File: config.mk
export PLATFORM = sky130hd
export DESIGN_NAME = tail_dma_host_flat
export DESIGN_NICKNAME = d
export VERILOG_FILES = /design/src/hdl/tail_pkg.sv /design/src/hdl/tail_cfg_if.sv /design/src/hdl/tail_dma_host.sv /design/src/flat_wrapper.sv
export SDC_FILE = /design/constraint.sdc
export NUM_CORES = 1
export LEC_CHECK = 0
export ABC_CLOCK_PERIOD_IN_PS = 2900
export BUFFER_PORTS_ARGS = -buffer_cell sky130_fd_sc_hd__buf_2
export CORE_UTILIZATION = 45
export CTS_CLUSTER_DIAMETER = 150
export DETAILED_ROUTE_END_ITERATION = 7
export PLACE_DENSITY_LB_ADDON = 0.05
export REMOVE_ABC_BUFFERS = 1
export SYNTH_ARGS = -nofsm -noshare
export SYNTH_HDL_FRONTEND = slang
export SYNTH_SLANG_ARGS = --single-unit
File: constraint.sdc
create_clock -name hclk -period 2.9 [get_ports hclk]
set_input_delay 0.29 -clock hclk [delete_from_list [all_inputs] [get_ports hclk]]
set_output_delay 0.29 -clock hclk [all_outputs]
set_load 0.01 [all_outputs]
File: src/hdl/tail_pkg.sv
// Shared constants for the tail-symbol register bank and its loader
package tail_pkg;
  localparam int TAIL_COUNT = 6;
  localparam int SHARED_USED = 3;
  localparam int SYM_W = 6;
  localparam int SYMS_PER_FIELD = 3;
  localparam int FIELD_W = SYM_W * SYMS_PER_FIELD;
  localparam int IDX_W = 3;
  localparam int DATA_W = 32;
  localparam logic [FIELD_W-1:0] FIELD_RESET = 18'h00000;
  localparam logic [SYM_W-1:0] TERM_STATE = 6'h00;
  // Link indices of the six tail words
  localparam logic [IDX_W-1:0] IDX_FIRST_SYS = 3'h0;
  localparam logic [IDX_W-1:0] IDX_FIRST_PAR_A = 3'h1;
  localparam logic [IDX_W-1:0] IDX_FIRST_PAR_B = 3'h2;
  localparam logic [IDX_W-1:0] IDX_SECOND_SYS = 3'h3;
  localparam logic [IDX_W-1:0] IDX_SECOND_PAR_A = 3'h4;
  localparam logic [IDX_W-1:0] IDX_SECOND_PAR_B = 3'h5;
  // Loader registers on AHB-Lite (byte addresses)
  localparam logic [7:0] OFS_SYM_A = 8'h00;
  localparam logic [7:0] OFS_SYM_B = 8'h04;
  localparam logic [7:0] OFS_RATE = 8'h08;
  localparam logic [7:0] OFS_CTRL = 8'h0C;
  localparam logic [7:0] OFS_STATUS = 8'h10;
  localparam logic [7:0] OFS_RDATA = 8'h14;
  localparam int CTRL_LOAD_BIT = 0;
  localparam int CTRL_READ_BIT = 1;
  localparam int CTRL_RIDX_LSB = 4;
  localparam int STAT_BUSY_BIT = 0;
  localparam int STAT_DONE_BIT = 1;
  localparam int STAT_RDONE_BIT = 2;
  localparam logic [2:0] RATE_RESET = 3'h0;
  localparam logic [1:0] HTRANS_NONSEQ = 2'h2;
  localparam logic [2:0] HSIZE_WORD = 3'h2;
  typedef enum logic [2:0] {
    RATE_1_5 = 3'h0,
    RATE_1_4 = 3'h1,
    RATE_1_3 = 3'h2,
    RATE_1_2 = 3'h3,
    RATE_3_4 = 3'h4
  } code_rate_t;
endpackage

File: src/hdl/tail_cfg_if.sv
// Configuration link between the loader and the tail register bank
`timescale 1ns/100ps
`default_nettype none
interface tail_cfg_if;
  import tail_pkg::*;
  logic req;
  logic write;
  logic [IDX_W-1:0] idx;
  logic [DATA_W-1:0] wdata;
  logic ack;
  logic [DATA_W-1:0] rdata;
  modport dev (input req, input write, input idx, input wdata, output ack, output rdata);
  modport host (output req, output write, output idx, output wdata, input ack, input rdata);
endinterface
`default_nettype wire

File: src/hdl/tail_dma_host.sv
// Loader that builds the six tail words from rate and symbols and writes them over the link
//
// Our own choices: the register offsets and the AHB-Lite interface to the registers.
`timescale 1ns/100ps
`default_nettype none
module tail_dma_host
  import tail_pkg::*;
(
  // Clock and reset
  input wire logic hclk,
  input wire logic hresetn,
  // AHB-Lite slave
  input wire logic hsel,
  input wire logic [7:0] haddr,
  input wire logic [1:0] htrans,
  input wire logic hwrite,
  input wire logic [2:0] hsize,
  input wire logic hready,
  input wire logic [DATA_W-1:0] hwdata,
  output logic hreadyout,
  output logic [DATA_W-1:0] hrdata,
  output logic hresp,
  // Configuration link
  tail_cfg_if.host cfg
);

  typedef enum logic [1:0] {
    ST_IDLE = 2'b00,
    ST_REQ = 2'b01,
    ST_DROP = 2'b10
  } host_state_t;

  host_state_t state_ff, nxt_state;
  logic [FIELD_W-1:0] sym_a_ff, sym_b_ff;
  logic [2:0] rate_ff;
  logic wr_pend_ff;
  logic [7:0] wr_addr_ff;
  logic [DATA_W-1:0] hrdata_ff;
  logic busy_ff, done_ff, rdone_ff, loading_ff;
  logic [IDX_W-1:0] idx_ff;
  logic req_ff, write_ff;
  logic [DATA_W-1:0] wdata_ff, rword_ff;

  // Field built from one symbol, optionally zeroing the upper two positions or the whole field
  function automatic logic [FIELD_W-1:0] spread(input logic [SYM_W-1:0] s, input logic only0, input logic none);
    if (none) begin
      return '0;
    end
    return only0 ? {{(FIELD_W-SYM_W){1'b0}}, s} : {s, s, s};
  endfunction

  wire addr_ph = hsel && hready && (htrans == HTRANS_NONSEQ) && (hsize == HSIZE_WORD);
  wire wr_now = wr_pend_ff;
  wire ctrl_wr = wr_now && (wr_addr_ff == OFS_CTRL) && !busy_ff;
  wire start_load = ctrl_wr && hwdata[CTRL_LOAD_BIT];
  wire start_read = ctrl_wr && !hwdata[CTRL_LOAD_BIT] && hwdata[CTRL_READ_BIT];
  // Word is built from the index that the request will carry, so wdata and idx launch together
  wire step_idx = (state_ff == ST_DROP) && loading_ff && (idx_ff != IDX_SECOND_PAR_B);
  wire [IDX_W-1:0] nxt_idx = start_load ? IDX_FIRST_SYS :
    start_read ? hwdata[CTRL_RIDX_LSB +: IDX_W] :
    step_idx ? idx_ff + 3'h1 : idx_ff;
  wire is_34 = (rate_ff == RATE_3_4);
  wire low_rate = (rate_ff == RATE_1_5) || (rate_ff == RATE_1_4);

  // Word for each link index, following the rate-dependent fill patterns
  logic [FIELD_W-1:0] word_sel;
  always_comb begin
    unique case (nxt_idx)
      IDX_FIRST_SYS: word_sel = spread(sym_a_ff[5:0], 1'b0, 1'b0);
      IDX_FIRST_PAR_A: word_sel = spread(sym_a_ff[11:6], is_34, 1'b0);
      IDX_FIRST_PAR_B: word_sel = spread(sym_a_ff[17:12], 1'b0, !low_rate);
      IDX_SECOND_SYS: word_sel = spread(sym_b_ff[5:0], 1'b0, 1'b0);
      IDX_SECOND_PAR_A: word_sel = spread(sym_b_ff[11:6], is_34, 1'b0);
      default: word_sel = spread(sym_b_ff[17:12], 1'b0, !low_rate);
    endcase
  end

  wire [DATA_W-1:0] status_word = {29'h0, rdone_ff, done_ff, busy_ff};
  logic [DATA_W-1:0] rd_mux;
  always_comb begin
    unique case (haddr)
      OFS_SYM_A: rd_mux = {14'h0, sym_a_ff};
      OFS_SYM_B: rd_mux = {14'h0, sym_b_ff};
      OFS_RATE: rd_mux = {29'h0, rate_ff};
      OFS_STATUS: rd_mux = status_word;
      OFS_RDATA: rd_mux = rword_ff;
      default: rd_mux = 32'h00000000;
    endcase
  end

  wire last_idx = (idx_ff == IDX_SECOND_PAR_B);

  always_comb begin
    nxt_state = state_ff;
    unique case (state_ff)
      ST_IDLE: if (start_load || start_read) nxt_state = ST_REQ;
      ST_REQ: if (cfg.ack) nxt_state = ST_DROP;
      ST_DROP: nxt_state = (loading_ff && !last_idx) ? ST_REQ : ST_IDLE;
      default: nxt_state = ST_IDLE;
    endcase
  end

  always_ff @(posedge hclk or negedge hresetn) begin
    if (!hresetn) begin
      wr_pend_ff <= 1'b0;
      wr_addr_ff <= 8'h00;
      hrdata_ff <= '0;
      sym_a_ff <= FIELD_RESET;
      sym_b_ff <= FIELD_RESET;
      rate_ff <= RATE_RESET;
    end else begin
      wr_pend_ff <= addr_ph && hwrite;
      wr_addr_ff <= haddr;
      hrdata_ff <= (addr_ph && !hwrite) ? rd_mux : 32'h00000000;
      if (wr_now && wr_addr_ff == OFS_SYM_A) sym_a_ff <= hwdata[FIELD_W-1:0];
      if (wr_now && wr_addr_ff == OFS_SYM_B) sym_b_ff <= hwdata[FIELD_W-1:0];
      if (wr_now && wr_addr_ff == OFS_RATE) rate_ff <= hwdata[2:0];
    end
  end

  // Link sequencer: all six words go out before done rises
  always_ff @(posedge hclk or negedge hresetn) begin
    if (!hresetn) begin
      state_ff <= ST_IDLE;
      busy_ff <= 1'b0;
      done_ff <= 1'b0;
      rdone_ff <= 1'b0;
      loading_ff <= 1'b0;
      idx_ff <= '0;
      req_ff <= 1'b0;
      write_ff <= 1'b0;
      wdata_ff <= '0;
      rword_ff <= '0;
    end else begin
      state_ff <= nxt_state;
      if (start_load) begin
        busy_ff <= 1'b1;
        done_ff <= 1'b0;
        loading_ff <= 1'b1;
      end else if (start_read) begin
        busy_ff <= 1'b1;
        rdone_ff <= 1'b0;
        loading_ff <= 1'b0;
      end
      idx_ff <= nxt_idx;
      req_ff <= (nxt_state == ST_REQ);
      write_ff <= loading_ff || start_load;
      wdata_ff <= {14'h0, word_sel};
      if (state_ff == ST_REQ && cfg.ack && !loading_ff) rword_ff <= cfg.rdata;
      if (state_ff == ST_DROP && !(loading_ff && !last_idx)) begin
        busy_ff <= 1'b0;
        loading_ff <= 1'b0;
        if (loading_ff) done_ff <= 1'b1;
        else rdone_ff <= 1'b1;
      end
    end
  end

  assign cfg.req = req_ff;
  assign cfg.write = write_ff;
  assign cfg.idx = idx_ff;
  assign cfg.wdata = wdata_ff;
  assign hreadyout = 1'b1;
  assign hrdata = hrdata_ff;
  assign hresp = 1'b0;

endmodule
`default_nettype wire

File: src/flat_wrapper.sv
// flat-port wrapper written by rule: the top's interface ports become plain ports
module tail_dma_host_flat import tail_pkg::*;
  (hclk, hresetn, hsel, haddr, htrans, hwrite, hsize, hready, hwdata, hreadyout, hrdata, hresp, cfg_req, cfg_write, cfg_idx, cfg_wdata, cfg_ack, cfg_rdata);
  tail_cfg_if cfg_i ();
  input wire logic hclk;
  input wire logic hresetn;
  input wire logic hsel;
  input wire logic [7:0] haddr;
  input wire logic [1:0] htrans;
  input wire logic hwrite;
  input wire logic [2:0] hsize;
  input wire logic hready;
  input wire logic [DATA_W-1:0] hwdata;
  output logic hreadyout;
  output logic [DATA_W-1:0] hrdata;
  output logic hresp;
  output wire logic [$bits(cfg_i.req)-1:0] cfg_req;
  output wire logic [$bits(cfg_i.write)-1:0] cfg_write;
  output wire logic [$bits(cfg_i.idx)-1:0] cfg_idx;
  output wire logic [$bits(cfg_i.wdata)-1:0] cfg_wdata;
  input wire logic [$bits(cfg_i.ack)-1:0] cfg_ack;
  input wire logic [$bits(cfg_i.rdata)-1:0] cfg_rdata;
  assign cfg_req = cfg_i.req;
  assign cfg_write = cfg_i.write;
  assign cfg_idx = cfg_i.idx;
  assign cfg_wdata = cfg_i.wdata;
  assign cfg_i.ack = cfg_ack;
  assign cfg_i.rdata = cfg_rdata;
  tail_dma_host u_core (.hclk(hclk), .hresetn(hresetn), .hsel(hsel), .haddr(haddr), .htrans(htrans), .hwrite(hwrite), .hsize(hsize), .hready(hready), .hwdata(hwdata), .hreadyout(hreadyout), .hrdata(hrdata), .hresp(hresp), .cfg(cfg_i));
endmodule
==> flow_metrics.env <==
export IMPL_status="finished clean"
export IMPL_setup_slack_ps=73.0
export IMPL_drt_pass1_iterations=7
export IMPL_skew_ps=6.19
export IMPL_leakage_nw=3.66
export IMPL_grt_util_all_layers_pct=21.6
export IMPL_yosys_area_top_type="dfrtp_1"
export IMPL_cpMostUsedCell="buf_4"
export IMPL_synth_warnings=0
export IMPL_power_frac_seq_pct=47.3
export IMPL_p_int_w=0.00330
export IMPL_fp_dieW_um=114
export IMPL_core_um2=12200
export IMPL_htreeDepth=4
export IMPL_drt_wl_total_um=12800
export IMPL_synthCells=438
export IMPL_dieArea_um2=13100
export IMPL_netlist_area_um2=5680
export IMPL_clkPwrFrac_pct=47.9
export IMPL_async_reset_ff_share_pct=100
export IMPL_path_class="flip-flop to flip-flop"
export IMPL_fin_cells=767
export IMPL_drv_slew=0
export IMPL_crit_chain="or4b_4 -> nor4b_4 -> buf_4 -> a211oi_1 -> a31oi_2 -> buf_4 -> inv_2 -> nor2_2 -> buf_4 -> a222oi_1 -> buf_4 -> o21ai_1"
export IMPL_start_kind="flip-flop"
export IMPL_synth_cell_types=47
export IMPL_grt_pass1_vias=3927
export IMPL_start_util_pct=46.7
export IMPL_synth_area_leaders="dfrtp_1 60%, mux2_2 14%, a22oi_1 3.2%"
export IMPL_final_nets=673
export IMPL_wl_per_cell_um=16.7
export IMPL_clockBufferDepth=2
export IMPL_min_path_type="input pin to flip-flop"
export IMPL_place_inst=726
export IMPL_arrival_ps=3170
export IMPL_rsz0062_at_grt="yes"
export IMPL_hold_path_depth=1
export IMPL_grt_max_degree=67
export IMPL_cts_made_buffers=17
export IMPL_cts_sinks=135
export IMPL_slowest_delay_ps=570
export IMPL_ir_drop_mv=0.355
export IMPL_placed_area_um2=6560
export IMPL_dp_hpwl_um=8920
export IMPL_p_sw_w=0.000852
export IMPL_via_per_inst=5.10
export IMPL_avgSynthCellArea_um2=13.0
export IMPL_dr_first_iter_drc_count=201
export IMPL_diodes=0
export IMPL_area_growth_syn_to_layout_pct=27.7
export IMPL_endpoint_kind="flip-flop"
export IMPL_cts_root_buf="clkbuf_16"
export IMPL_vias=3909
export IMPL_max_freq_mhz=354
export IMPL_grt_pass1_wl_um=20800
export IMPL_cts_tree="built"
export IMPL_fin_area_um2=7250
export IMPL_overflow=0
export IMPL_io_pins=154
export IMPL_antenna_found_initial=0
export IMPL_pwr_share_comb_pct=4.8
export IMPL_layout_drive_gt1_share_pct=44.2
export IMPL_clkTransAtPathRegs_ps=60
export IMPL_power_w=0.00415
export IMPL_setup_viol=0
export IMPL_place_congestion=0.818
export IMPL_die_h_um=114
export IMPL_synth_edf_count=0
export IMPL_clk_latency_ps=410
export IMPL_r2r_cells=12
export IMPL_finalCritPeriodShare_pct=97.5
export IMPL_hold_viol=0
export IMPL_tightest_slew_ps=944
export IMPL_fillerInstances=1048
export IMPL_max_slew_margin_pct=37.1
export IMPL_layout_min_cycle_time_ps=2830
export IMPL_sw_frac_of_total_pct=20.5
export IMPL_yosysSeqAreaShare_pct=59.5
export IMPL_critPathMaxFanout=5
export IMPL_critical_path_slowest_cell="or4b_4"
export IMPL_rows=40
export IMPL_layout_area_seq_um2=3380
export IMPL_synth_flop_cell="dfrtp_1"
export IMPL_synth_top_cell_area_share_pct=59.5
export IMPL_drc=0
export IMPL_ant_nets=0
export IMPL_ys_ff_latch=135
export IMPL_p_per_area_nw_per_um2=572
export IMPL_maxCapViolCount=0
export IMPL_whs_ps=50.3
export IMPL_cp_required_ps=3240
export IMPL_io_buffers=123
export IMPL_place_worst_setup_slack_ps=28.0
export IMPL_r2r_slack_ps=70
export IMPL_multi_input_area_um2=2150
## flip-flops by register name, indices dropped and copies added, names as in the netlist, 2 cells and up
register           cells
u_core.cfg.idx         3
u_core.rword_ff       32
u_core.rate_ff         3
u_core.cfg.wdata      12
u_core.wr_addr_ff      8
u_core.state_ff        2
u_core.sym_b_ff       18
u_core.hrdata         32
u_core.sym_a_ff       18
## cell families after synthesis
| family | Yosys count | synth area share (%) |
|---|---|---|
| muxes | 87 | 17.1 |
| other | 2 | 0.132 |
| AOI/OAI and AO/OA | 69 | 8.77 |
| DFF | 135 | 59.5 |
| adders and majority gates | 2 | 0.441 |
| and+or+nand+nor | 95 | 9.32 |
| buffers and inverters | 48 | 4.69 |
## cell usage in the layout (no fill, tap or decap), types with 9 or more instances in the layout
cell	count
a22oi_1	24
and2_1	14
buf_2	122
buf_4	22
clkbuf_16	17
conb_1	16
dfrtp_1	135
mux2_1	12
mux2_2	69
nand2_1	29
nor2_1	22
o21ai_0	9
o21ai_1	10
## Yosys cell counts (4+ instances only)
master,count
buf_4,22
inv_1,8
mux2i_1,6
mux2_1,12
mux2_2,69
nor2_1,23
nand2_1,29
clkbuf_1,11
a21oi_1,6
nor3_1,4
o21ai_1,10
dfrtp_1,135
a222oi_1,6
o21ai_0,9
nor2b_1,4
a22oi_1,24
and2_1,14
## routing by layer
| layer | up-vias | wire length [um] | track usage (%) |
|---|---|---|---|
| li1 | 1835 | - | - |
| met1 | 1941 | 5790 | 28.3 |
| met2 | 118 | 6140 | 34.3 |
| met3 | 15 | 687 | 6.03 |
| met4 | 0 | 189 | 8.23 |
| met5 | - | 0 | 0 |
## worst max-delay path, delay by kind of cell (launching register included)
kind	cells	cell delay (ps)
flops	1	370
compound gates	4	530
buf+inv	5	770
simple gates	3	1090
## layout make-up
class                   instances  area share (%)
clock buffers                  28            7.54
clock inverters                 2           0.138
inverters                      11           0.604
multi-input cells             269            29.7
flip-flops and latches        135            46.6
well taps                     168            2.90
repair buffers                154            12.5
## through the flow
| step | setup TNS [ps] | util, % |
|---|---|---|
| 6_report | 0 | 59.6 |
| 5_1_grt | -360 | 59.6 |
| 4_1_cts | 0 | 59.0 |
| 3_5_place_dp | 0 | 53.9 |
| 3_3_place_gp | 0 | 53.9 |
| 2_1_floorplan | -5720 | - |
## power by group through the flow
stage                     sequential, W  combinational [W]  clock (W)
after floorplan                 0.00199          0.0000770          0
after global placement          0.00199           0.000187          0
after detailed placement        0.00200           0.000193          0
after CTS                       0.00196           0.000200    0.00204
after global routing            0.00197           0.000223    0.00211
final                           0.00196           0.000197    0.00199
## what timing repair did
| item | in CTS | in global routing |
|---|---|---|
| resized for setup | 0 | 5 |
| hold endpoints to repair | 39 | 0 |
| setup endpoints to repair | 0 | 11 |
| hold buffers | 6 | 0 |
| buffers inserted | 0 | 5 |
## path summary, 6_finish.rpt
check	startpoint	end
worst max register to register	u_core.wr_addr_ff[1]$_DFF_PN0_	u_core.cfg.wdata[14]$_DFF_PN0_
max in group asynchronous	hresetn	u_core.rate_ff[0]$_DFFE_PN0P_
worst min register to register	u_core.rword_ff[26]$_DFFE_PN0P_	u_core.hrdata[26]$_DFF_PN0_
worst max-delay path	u_core.wr_addr_ff[1]$_DFF_PN0_	u_core.cfg.wdata[14]$_DFF_PN0_
worst min-delay path	haddr[2]	u_core.wr_addr_ff[2]$_DFF_PN0_
min in group asynchronous	hresetn	u_core.hrdata[30]$_DFF_PN0_
No activity file was read; power rests on OpenSTA's default activity.
